==> config.mk <==
export PLATFORM = sky130hd
export DESIGN_NAME = psm_ctrl
export DESIGN_NICKNAME = d
export VERILOG_FILES = /design/src/psm_pkg.sv /design/src/psm_ctrl.sv
export VERILOG_INCLUDE_DIRS = /design/src
export SDC_FILE = /design/constraint.sdc
export NUM_CORES = 1
export LEC_CHECK = 0
export CORE_UTILIZATION = 55
export DETAILED_ROUTE_END_ITERATION = 16
export DONT_BUFFER_PORTS = 1
export PLACE_DENSITY = 0.73
export SLEW_MARGIN = 15
export SYNTH_ARGS = -nofsm -noshare
export SYNTH_HDL_FRONTEND = slang
export SYNTH_SLANG_ARGS = --single-unit
==> constraint.sdc <==
create_clock -name SYS_CLK_I -period 1.4 [get_ports SYS_CLK_I]
set_clock_uncertainty 0.1 [all_clocks]
set_input_delay 0.07 -clock SYS_CLK_I [delete_from_list [all_inputs] [get_ports SYS_CLK_I]]
set_output_delay 0.07 -clock SYS_CLK_I [all_outputs]
set_load 0.05 [all_outputs]
==> src/psm_cfg.svh <==
// Register offsets, field positions, reset values and unmapped read value of the power-saving controller
`ifndef PSM_CFG_SVH
`define PSM_CFG_SVH
// Byte addresses on the APB bus
`define PSM_PWR_CTRL_ADDR   12'h000
`define PSM_PLL_CTRL_ADDR   12'h004
`define PSM_STATUS_ADDR     12'h008
// Power control register fields
`define PSM_IDLE_BIT        0
`define PSM_PDOWN_BIT       1
`define PSM_SER_WAKE_BIT    2
`define PSM_EXTERNAL_INTERRUPT_ZERO_WAKE_BIT   3
// PLL control register fields
`define PSM_OSCILLATOR_POWERDOWN_BIT_BIT      0
// Reset values
`define PSM_PWR_CTRL_RST    4'h0
`define PSM_PLL_CTRL_RST    1'h0
// Unmapped read value
`define PSM_RD_NONE         32'h00000000
`endif

==> src/psm_pkg.sv <==
// Types shared by the power-saving controller
package psm_pkg;
  // Operating modes, one-hot
  typedef enum logic [2:0] {
    PSM_NORMAL = 3'h1,
    PSM_IDLE   = 3'h2,
    PSM_PDOWN  = 3'h4
  } psm_mode_t;

  // Wake-up request sources
  typedef struct packed {
    logic time_interval_counter;                          // Time interval counter interrupt
    logic serial;                       // I2C/SPI interrupt
    logic ext0;                         // External interrupt zero
    logic any_en;                       // Any enabled interrupt
  } psm_wake_t;

  // Whole controller state
  typedef struct packed {
    psm_mode_t  mode;
    logic [3:0] pwr_ctrl;
    logic       oscillator_powerdown_bit;
    logic       resume;
    logic [31:0] prdata;
    psm_wake_t  sync1;
    psm_wake_t  sync2;
  } psm_state_t;
endpackage : psm_pkg

==> src/psm_ctrl.sv <==
// Power-saving mode controller: normal, idle and power-down with clock and strobe gating
//
// Contract
// - Idle bit enters idle, powerdown bit enters powerdown
// - Idle: oscillator runs, core clock stops, peripherals run
// - Idle: core state preserved by holding core clock
// - Idle: ports and DAC hold, strobes driven high
// - Any enabled interrupt or reset ends idle
// - Powerdown: PLL, core, peripherals off except interval counter
// - Oscillator powerdown bit selects oscillator halt in powerdown
// - Interval counter keeps its clock in powerdown only while the oscillator powerdown bit is clear
// - Powerdown: ports hold, DAC floats, strobes low
// - Reset returns to normal with defaults
// - Interval counter interrupt ends powerdown, resumes after
// - Serial interrupt wakes powerdown only if enabled
// - External interrupt zero wakes only if enabled
`timescale 1ns/1ps
`include "psm_cfg.svh"

module psm_ctrl
  import psm_pkg::*;
(
  // Clock and reset
  input  wire logic        SYS_CLK_I,
  input  wire logic        RSTN_I,
  // APB slave
  input  wire logic        PSEL_I,
  input  wire logic        PENABLE_I,
  input  wire logic        PWRITE_I,
  input  wire logic [11:0] PADDR_I,
  input  wire logic [31:0] PWDATA_I,
  output logic [31:0]      PRDATA_O,
  output logic             PREADY_O,
  output logic             PSLVERR_O,
  // Wake-up sources, asynchronous
  input  wire logic        TIC_IRQ_I,
  input  wire logic        SERIAL_IRQ_I,
  input  wire logic        EXT_EXTERNAL_INTERRUPT_ZERO_IRQ_I,
  input  wire logic        ANY_EN_IRQ_I,
  // Clock gating
  output logic             OSC_EN_O,
  output logic             PLL_EN_O,
  output logic             CORE_CLK_EN_O,
  output logic             PERIPH_CLK_EN_O,
  output logic             TIC_CLK_EN_O,
  // Pin control
  output logic             ALE_LEVEL_O,
  output logic             ALE_FORCE_O,
  output logic             PROG_STROBE_LEVEL_O,
  output logic             PROG_STROBE_FORCE_O,
  output logic             PORT_HOLD_O,
  output logic             DAC_HOLD_O,
  output logic             DAC_OE_O,
  // Core resume request
  output logic             RESUME_O
);

  psm_state_t s_q;                      // Registered state
  psm_state_t s_d;                      // Next state
  logic       wr_en;                    // APB write accepted
  logic       rd_en;                    // APB read accepted
  logic       mapped;                   // Address hits a register
  logic       pd_wake;                  // Qualified powerdown wake

  // Address decode used by read and write paths
  function automatic logic is_addr(input logic [11:0] a, input logic [11:0] r);
    is_addr = (a == r);
  endfunction : is_addr

  // A write lands at the edge that closes the access phase
  assign wr_en  = PSEL_I & PENABLE_I & PWRITE_I;
  // Read data is captured in the setup cycle so that the registered
  // value already stands during the whole access phase, when the
  // master takes it at the edge that samples ready high
  assign rd_en  = PSEL_I & ~PENABLE_I & ~PWRITE_I;
  assign mapped = is_addr(PADDR_I, `PSM_PWR_CTRL_ADDR) |
                  is_addr(PADDR_I, `PSM_PLL_CTRL_ADDR) |
                  is_addr(PADDR_I, `PSM_STATUS_ADDR);

  // Powerdown wake qualification on synchronised sources
  assign pd_wake = s_q.sync2.time_interval_counter |
                   (s_q.sync2.serial & s_q.pwr_ctrl[`PSM_SER_WAKE_BIT]) |
                   (s_q.sync2.ext0 & s_q.pwr_ctrl[`PSM_EXTERNAL_INTERRUPT_ZERO_WAKE_BIT]);

  // Next-state logic
  always_comb begin
    s_d        = s_q;
    s_d.resume = 1'b0;
    // Two-stage synchroniser for wake sources
    s_d.sync1  = '{time_interval_counter: TIC_IRQ_I, serial: SERIAL_IRQ_I, ext0: EXT_EXTERNAL_INTERRUPT_ZERO_IRQ_I,
                   any_en: ANY_EN_IRQ_I};
    s_d.sync2  = s_q.sync1;
    // Register writes
    if (wr_en && is_addr(PADDR_I, `PSM_PWR_CTRL_ADDR)) begin
      s_d.pwr_ctrl = PWDATA_I[3:0];
    end
    if (wr_en && is_addr(PADDR_I, `PSM_PLL_CTRL_ADDR)) begin
      s_d.oscillator_powerdown_bit = PWDATA_I[`PSM_OSCILLATOR_POWERDOWN_BIT_BIT];
    end
    // Mode sequencing; the core clock stays gated while not normal,
    // so every core register keeps its value through idle
    // Powerdown has priority when both mode bits are written at once
    unique case (s_q.mode)
      PSM_NORMAL: begin
        if (s_q.pwr_ctrl[`PSM_PDOWN_BIT]) begin
          s_d.mode = PSM_PDOWN;
        end else if (s_q.pwr_ctrl[`PSM_IDLE_BIT]) begin
          s_d.mode = PSM_IDLE;
        end
      end
      PSM_IDLE: begin
        // Only an enabled interrupt ends idle; wake enables are kept
        if (s_q.sync2.any_en) begin
          s_d.mode   = PSM_NORMAL;
          s_d.resume = 1'b1;
          s_d.pwr_ctrl[`PSM_IDLE_BIT] = 1'b0;
        end
      end
      PSM_PDOWN: begin
        // Interval counter always wakes, serial and ext0 when enabled
        if (pd_wake) begin
          s_d.mode   = PSM_NORMAL;
          s_d.resume = 1'b1;
          s_d.pwr_ctrl[`PSM_PDOWN_BIT] = 1'b0;
          s_d.pwr_ctrl[`PSM_IDLE_BIT]  = 1'b0;
        end
      end
      // Illegal one-hot code recovers to normal
      default: s_d.mode = PSM_NORMAL;
    endcase
    // Read data capture
    if (rd_en) begin
      if (is_addr(PADDR_I, `PSM_PWR_CTRL_ADDR)) begin
        s_d.prdata = {28'h0000000, s_q.pwr_ctrl};
      end else if (is_addr(PADDR_I, `PSM_PLL_CTRL_ADDR)) begin
        s_d.prdata = {31'h00000000, s_q.oscillator_powerdown_bit};
      end else if (is_addr(PADDR_I, `PSM_STATUS_ADDR)) begin
        s_d.prdata = {29'h00000000, s_q.mode};
      end else begin
        s_d.prdata = `PSM_RD_NONE;
      end
    end
  end

  // State register, synchronous active-low reset
  always_ff @(posedge SYS_CLK_I) begin
    if (!RSTN_I) begin
      s_q <= '{mode: PSM_NORMAL, pwr_ctrl: `PSM_PWR_CTRL_RST,
               oscillator_powerdown_bit: `PSM_PLL_CTRL_RST, resume: 1'b0, prdata: 32'h00000000,
               sync1: '0, sync2: '0};
    end else begin
      s_q <= s_d;
    end
  end

  // APB answers: zero wait states, error on unmapped address
  // An unmapped write changes nothing and an unmapped read returns zero
  assign PREADY_O  = 1'b1;
  assign PSLVERR_O = PSEL_I & PENABLE_I & ~mapped;
  always_comb begin
    PRDATA_O = s_q.prdata;
  end

  // Clock gating per mode
  assign OSC_EN_O        = (s_q.mode != PSM_PDOWN) | ~s_q.oscillator_powerdown_bit;
  assign PLL_EN_O        = (s_q.mode != PSM_PDOWN);
  assign CORE_CLK_EN_O   = (s_q.mode == PSM_NORMAL);
  assign PERIPH_CLK_EN_O = (s_q.mode != PSM_PDOWN);
  assign TIC_CLK_EN_O    = OSC_EN_O;

  // Pin behaviour per mode
  assign ALE_FORCE_O         = (s_q.mode != PSM_NORMAL);
  assign ALE_LEVEL_O         = (s_q.mode == PSM_IDLE);
  assign PROG_STROBE_FORCE_O = (s_q.mode != PSM_NORMAL);
  assign PROG_STROBE_LEVEL_O = (s_q.mode == PSM_IDLE);
  assign PORT_HOLD_O         = (s_q.mode != PSM_NORMAL);
  assign DAC_HOLD_O          = (s_q.mode == PSM_IDLE);
  assign DAC_OE_O            = (s_q.mode != PSM_PDOWN);
  assign RESUME_O            = s_q.resume;

  // Assertions
  property p_enter_idle;
    @(posedge SYS_CLK_I) disable iff (!RSTN_I)
      (s_q.mode == PSM_NORMAL && s_q.pwr_ctrl == 4'h1) |=> (s_q.mode == PSM_IDLE);
  endproperty
  a_enter_idle: assert property (p_enter_idle) else $error("idle not entered");

  property p_idle_clocks;
    @(posedge SYS_CLK_I) disable iff (!RSTN_I)
      (s_q.mode == PSM_IDLE) |-> (OSC_EN_O && !CORE_CLK_EN_O && PERIPH_CLK_EN_O);
  endproperty
  a_idle_clocks: assert property (p_idle_clocks) else $error("idle clocks wrong");

  property p_idle_pins;
    @(posedge SYS_CLK_I) disable iff (!RSTN_I)
      (s_q.mode == PSM_IDLE) |-> (ALE_LEVEL_O && PROG_STROBE_LEVEL_O && DAC_OE_O);
  endproperty
  a_idle_pins: assert property (p_idle_pins) else $error("idle pins wrong");

  property p_idle_wake;
    @(posedge SYS_CLK_I) disable iff (!RSTN_I)
      (s_q.mode == PSM_IDLE && s_q.sync2.any_en) |=> (s_q.mode == PSM_NORMAL && RESUME_O);
  endproperty
  a_idle_wake: assert property (p_idle_wake) else $error("idle wake missed");

  property p_pd_pins;
    @(posedge SYS_CLK_I) disable iff (!RSTN_I)
      (s_q.mode == PSM_PDOWN) |-> (!ALE_LEVEL_O && !DAC_OE_O && PORT_HOLD_O && !PLL_EN_O);
  endproperty
  a_pd_pins: assert property (p_pd_pins) else $error("powerdown outputs wrong");

  property p_pd_osc;
    @(posedge SYS_CLK_I) disable iff (!RSTN_I)
      (s_q.mode == PSM_PDOWN) |-> (OSC_EN_O == !s_q.oscillator_powerdown_bit && TIC_CLK_EN_O == OSC_EN_O);
  endproperty
  a_pd_osc: assert property (p_pd_osc) else $error("oscillator select wrong");

  property p_tic_wake;
    @(posedge SYS_CLK_I) disable iff (!RSTN_I)
      (s_q.mode == PSM_PDOWN && s_q.sync2.time_interval_counter) |=> (s_q.mode == PSM_NORMAL && RESUME_O);
  endproperty
  a_tic_wake: assert property (p_tic_wake) else $error("tic wake missed");

  property p_ser_block;
    @(posedge SYS_CLK_I) disable iff (!RSTN_I)
      (s_q.mode == PSM_PDOWN && !s_q.sync2.time_interval_counter && !s_q.sync2.ext0 &&
       !s_q.pwr_ctrl[`PSM_SER_WAKE_BIT]) |=> (s_q.mode == PSM_PDOWN);
  endproperty
  a_ser_block: assert property (p_ser_block) else $error("unqualified wake");

  property p_ext0_wake;
    @(posedge SYS_CLK_I) disable iff (!RSTN_I)
      (s_q.mode == PSM_PDOWN && s_q.sync2.ext0 && s_q.pwr_ctrl[`PSM_EXTERNAL_INTERRUPT_ZERO_WAKE_BIT])
        |=> (s_q.mode == PSM_NORMAL);
  endproperty
  a_ext0_wake: assert property (p_ext0_wake) else $error("ext0 wake missed");

  property p_reset_normal;
    @(posedge SYS_CLK_I) !RSTN_I |=> (s_q.mode == PSM_NORMAL && s_q.pwr_ctrl == 4'h0);
  endproperty
  a_reset_normal: assert property (p_reset_normal) else $error("reset not normal");

  // Powerdown bit written in normal mode enters powerdown
  property p_enter_pd;
    @(posedge SYS_CLK_I) disable iff (!RSTN_I)
      (s_q.mode == PSM_NORMAL && s_q.pwr_ctrl[`PSM_PDOWN_BIT]) |=> (s_q.mode == PSM_PDOWN);
  endproperty
  a_enter_pd: assert property (p_enter_pd) else $error("powerdown not entered");

  // Idle without a wake request stays idle, core clock held
  property p_idle_hold;
    @(posedge SYS_CLK_I) disable iff (!RSTN_I)
      (s_q.mode == PSM_IDLE && !s_q.sync2.any_en) |=> (s_q.mode == PSM_IDLE && !CORE_CLK_EN_O);
  endproperty
  a_idle_hold: assert property (p_idle_hold) else $error("idle left early");

  // Ports and DAC hold their levels while idle
  property p_idle_hold_pins;
    @(posedge SYS_CLK_I) disable iff (!RSTN_I)
      (s_q.mode == PSM_IDLE) |-> (PORT_HOLD_O && DAC_HOLD_O && ALE_FORCE_O && PROG_STROBE_FORCE_O);
  endproperty
  a_idle_hold_pins: assert property (p_idle_hold_pins) else $error("idle hold wrong");

  // Core and peripheral clocks are off in powerdown
  property p_pd_clocks;
    @(posedge SYS_CLK_I) disable iff (!RSTN_I)
      (s_q.mode == PSM_PDOWN) |-> (!CORE_CLK_EN_O && !PERIPH_CLK_EN_O && !PROG_STROBE_LEVEL_O);
  endproperty
  a_pd_clocks: assert property (p_pd_clocks) else $error("powerdown clocks wrong");

  // Interval counter clock runs whenever the chip is not in powerdown
  property p_tic_clock;
    @(posedge SYS_CLK_I) disable iff (!RSTN_I)
      (s_q.mode != PSM_PDOWN) |-> TIC_CLK_EN_O;
  endproperty
  a_tic_clock: assert property (p_tic_clock) else $error("tic clock stopped");

  // Enabled serial request ends powerdown with a resume pulse
  property p_ser_wake;
    @(posedge SYS_CLK_I) disable iff (!RSTN_I)
      (s_q.mode == PSM_PDOWN && s_q.sync2.serial && s_q.pwr_ctrl[`PSM_SER_WAKE_BIT])
        |=> (s_q.mode == PSM_NORMAL && RESUME_O);
  endproperty
  a_ser_wake: assert property (p_ser_wake) else $error("serial wake missed");

  // Resume request lasts a single cycle
  property p_resume_pulse;
    @(posedge SYS_CLK_I) disable iff (!RSTN_I)
      RESUME_O |=> !RESUME_O;
  endproperty
  a_resume_pulse: assert property (p_resume_pulse) else $error("resume too long");

  // Coverage of main scenarios
  c_idle_cycle: cover property (@(posedge SYS_CLK_I) disable iff (!RSTN_I)
    s_q.mode == PSM_IDLE ##[1:50] s_q.mode == PSM_NORMAL);
  c_pd_tic: cover property (@(posedge SYS_CLK_I) disable iff (!RSTN_I)
    s_q.mode == PSM_PDOWN && s_q.sync2.time_interval_counter);
  c_pd_ser: cover property (@(posedge SYS_CLK_I) disable iff (!RSTN_I)
    s_q.mode == PSM_PDOWN && pd_wake && s_q.sync2.serial);
  c_pd_ext0: cover property (@(posedge SYS_CLK_I) disable iff (!RSTN_I)
    s_q.mode == PSM_PDOWN && pd_wake && s_q.sync2.ext0);

endmodule : psm_ctrl

-- Word-level counts from Yosys, hierarchy flattened
Index checks and enable logic that the tools add are counted.
Widths: inputs -> output; s select.
- flip-flop bits (word level): 49
- input bits: 53
- output and inout port bits: 47
- eq/ne operators: 10
- multiplexer cells: 16
- bitwise logic cells: 16
- reductions and logical operators: 4
- operators with widths (kind ; number):
    $mux 3 ; 6
    $eq 12x3->1 const B ; 1
    $eq 12x4->1 const B ; 1
    $logic_not 12->1 ; 1
    $pmux 3 s3 ; 1
    $and 1x1->1 ; 7
    $ne 3x1->1 const B ; 2
    $or 1x1->1 ; 5
    $mux 1 ; 4
    $mux 2 ; 2
    $mux 4 ; 1
    $not 1->1 ; 4
    $pmux 1 s2 ; 2
    $eq 3x1->1 const B ; 1
    $eq 3x2->1 const B ; 1
    $eq 3x3->1 const B ; 1
    $ne 3x3->1 const B ; 1
    $reduce_and 3->1 ; 1
    $logic_and 1x1->1 ; 2
    $ne 2x1->1 const B ; 1
    $ne 2x2->1 const B ; 1

-- Logic depth before layout (Yosys ltp)
- depth in word-level cells: 6
- mapped depth: 6

-- Worst setup path before layout
OpenSTA, ideal clock, no wires.
- path kind: reg2out
- from: reg s_q[46] (netlist name)
- to: out PORT_HOLD_O
- data arrival time: 2.743 ns
- data required time: 1.230 ns
- slack: -1.513 ns
- cell stages (with the launch flop): 4
- path buffers: 1
- path through: dfxtp_1 -> nor3b_1 -> inv_1 -> buf_4
- cells in the longest elaborated chain, start to end: 1
- ends and longest elaborated chain (element ; line ; source):
    from (decl) ; psm_ctrl.sv:58 ; psm_state_t s_q;
    from (signal assigned) ; psm_ctrl.sv:148 ; s_q <= '{mode: PSM_NORMAL, pwr_ctrl: `PSM_PWR_CTRL_RST,
    $ne 3x1->1 ; -- ;
    to (decl) ; psm_ctrl.sv:51 ; output logic PORT_HOLD_O,
No other way between the ends.

-- Worst setup path in the final report
- from: reg s_q[47] (netlist name)
- to: out PROG_STROBE_LEVEL_O
- cells in the longest elaborated chain, start to end: 1
- ends and longest elaborated chain (element ; line ; source):
    $eq 3x2->1 ; -- ;
    to (decl) ; psm_ctrl.sv:49 ; output logic PROG_STROBE_LEVEL_O,
No other way between the ends.

==> impl_results.md <==
- CP max stage cell: or3b_4
- First drt pass iteration count: 4
- Crit. Startpoint: s_q[47]
- Final hold violation count: 5
- PortBufs: 0
- Unrepaired setup endpoints after global routing: yes
- Overall Global Routing Usage: about a fifth
- Area leader, netlist: dfxtp_1
- CP delay by family, top: buffers and inverters
- Via density: around 4.8
- Worst Setup End Kind: output pin
- RR Endpoint: s_q[47]
- Fmax achieved: 609.2 MHz
- Adder-cell area share of the yosys netlist: 0%
- Cells after DPL: ~170
- Crit path arrival time: around 1500 ps
- Post-synth top flop: dfxtp_1
- CP startpoint kind: flip-flop
- Total chip power: about 1.2 mW
- Layout cell share with drive strength beyond 1: roughly 30%
- Post-synthesis compound-gate area fraction: about 7.0%
- Via count: 905
- Cells after synthesis: 136
- Post-route insts no fill: around 190
- Max cap viols: 0
- Slew Limit Fails: 0
- Hold depth: 3
- Tcrit/Tclk final: 117.2%
- Crit path depth: 4
- H-tree levels: 1
- GR Util met3: 6.604%
- Reg2Reg Depth: 6
- Status: finished with violations
- Post-synth ARST share: 0%
- Hold WC Path Type: in2reg
- Failing checks: negative hold slack, negative setup slack
- WS Path Type: reg2out
- Height of the die: between 40 and 50 microns
- Drt wl/cell: approximately 11 microns
- CP cell instances: or3b_4, buf_6, clkinvlp_4, buf_12
- Setup crit end: PROG_STROBE_LEVEL_O
- Peak supply drop: a little under 0.7 mV
- Mux share of post-synthesis cell area: between 6 and 7%
- Met2 Usage GRT: around 34%
- Clock buffer count from CTS: 3
- Synth cell types: 31
- Critical path peak fanout: 3
- Grt met1 use: between 10% and 20%
- Final GP Congestion: roughly 0.73
- # DRC: 0
- Core region area: between 0.002 and 0.0025 sq mm
- Placed inst area: approximately 0.0012 sq mm
- Fin crit period: 1641 ps
- Final #Nets: 216
- CTS tree: built
- Area Overhead vs Synth: 27.16%
- Diodes inserted: 0
- Leading cell types in the layout, fill and taps excluded: conb_1, dfxtp_1, buf_4
- EDFF count, synth: 0
- Post-synth top area share: about a third
- Final setup TNS: -2072 ps
- Xor and xnor area share after synthesis: 0%
- Largest family of logic cells by synthesized area: buffers and inverters
- Vias in the first global route: between 800 and 900
- R2R Setup Slk: -100 ps
- Final WL: ~2.1 mm
- WP buf/inv: 3
- Die X: roughly 50 microns
- Max-slew headroom: between 50% and 60%
- Final setup viols: 16
- Full die area: about 0.0024 sq mm
- Synth Warn #: 0
- Mean Syn Cell Area: 8.841 sq um
- Reg clk slew, reported paths: 120 ps
- Slew of the pin with the lowest slew margin: 702.2 ps
- Post-Syn Area: 0.001202 sq mm
- Synth area leaders: dfxtp_1, buf_4, mux2i_1
- Starting Density: roughly 60%
- Root Buffer: clkbuf_4
- Seq cells post-synth: 21
- CP peak stage delay: just under 400 ps
- First-pass GRT wire length: approximately 3.4 mm
- Most common cell after layout, fill and taps aside: conb_1
- Final worst slack: -241.5 ps
- Largest net degree at the start of global routing: 25
- Sequential element share of the synthesized area: 34.96%
- Critical R2R Launch: s_q[47]
- PD cells: 754.2 mW/mm^2
- Violation count after the first detailed-route iteration: 9
- Design area: approximately 0.0015 sq mm
- Filler cells: 150
- # clock sinks: 21
- Final HPWL DP: between 1.5 and 2 mm
- Post-route ant nets: 0
- Clk buf depth: 2
- Simple-gate portion of the synthesized area: about a quarter
- Worst-skew pair later-pin latency: about 310 ps
- Lkg Pwr: a little over 0.7 nW
- Cell row count: 16
- Fin util: 76.38%
- CP required: approximately 1200 ps
- Io pins: 100
- Pre-CTS setup slack: -122.2 ps
- Grt ovf: 0
- Gr busiest metal: met2
- Worst hold slack: -147.7 ps
- Initial antenna violation count: 0
## logic make-up (layout without fill, tap and decap cells)
logic type,after synthesis,count (layout)
buf+inv,47,46
other cells,2,29
simple gates,44,44
compound gates,14,14
mux,8,8
flops,21,21
## worst min path at each step
stage | endpoint | slack [ps] | from
final | PRDATA_O[0] | -150 | PADDR_I[11]
after global routing | PRDATA_O[0] | -140 | PADDR_I[11]
after CTS | PRDATA_O[0] | -150 | PADDR_I[11]
after detailed placement | s_q[46] | 80 | RSTN_I
after global placement | s_q[46] | 70 | RSTN_I
after floorplan | s_d[0] | 100 | ANY_EN_IRQ_I
## flip-flops by register name (all words and copies together), names as in the netlist
register	cells
s_d	4
PRDATA_O	4
RESUME_O	1
s_q	12
## worst min-delay path: stages
cell and delay, ps:
nor4_4 30, nand4_1 70, nand2_1 50
## report_power, final
| group | switching (mW) | internal [mW] | leakage [nW] | total [mW] |
|---|---|---|---|---|
| Clock | 0.187 | 0.109 | 0.0139 | 0.296 |
| Combinational | 0.202 | 0.0442 | 0.518 | 0.247 |
| Sequential | 0.00286 | 0.608 | 0.171 | 0.611 |
| Total | 0.392 | 0.761 | 0.704 | 1.15 |
## layer usage
metal	share of wire, %	wire (microns)
met1	40	855
met2	51	1089
met3	6.5	137
met4	1.7	35
met5	0	0
## synth_stat cells (2+ instances only)
master / number
nand2_1: 9
conb_1: 2
nor2_1: 4
clkbuf_1: 2
dfxtp_1: 21
or3b_2: 2
buf_4: 40
a21oi_1: 3
nor2b_1: 2
nor3b_1: 4
o21ai_1: 3
mux2i_1: 8
o21ai_0: 3
and2_1: 9
nand3_1: 5
or4_4: 2
inv_1: 3
## cell type report
type                    count  area (sq um)  share of cell area, %
multi-input cells          95         614.3                  40.18
inverters                   3         17.52                  1.146
flip-flops and latches     21         424.2                  27.74
repair buffers             39         409.1                  26.76
clock buffers               3         22.52                  1.473
well taps                  27         33.78                  2.209
clock inverters             1         7.507                 0.4910
## repair_timing
action,CTS,global route
hold buffers,11,1
resized for setup,21,8
endpoints found under the hold margin,21,5
buffers inserted,5,1
pin swaps,4,2
endpoints found under the setup margin,17,21
(Power assumes the default switching activity.)
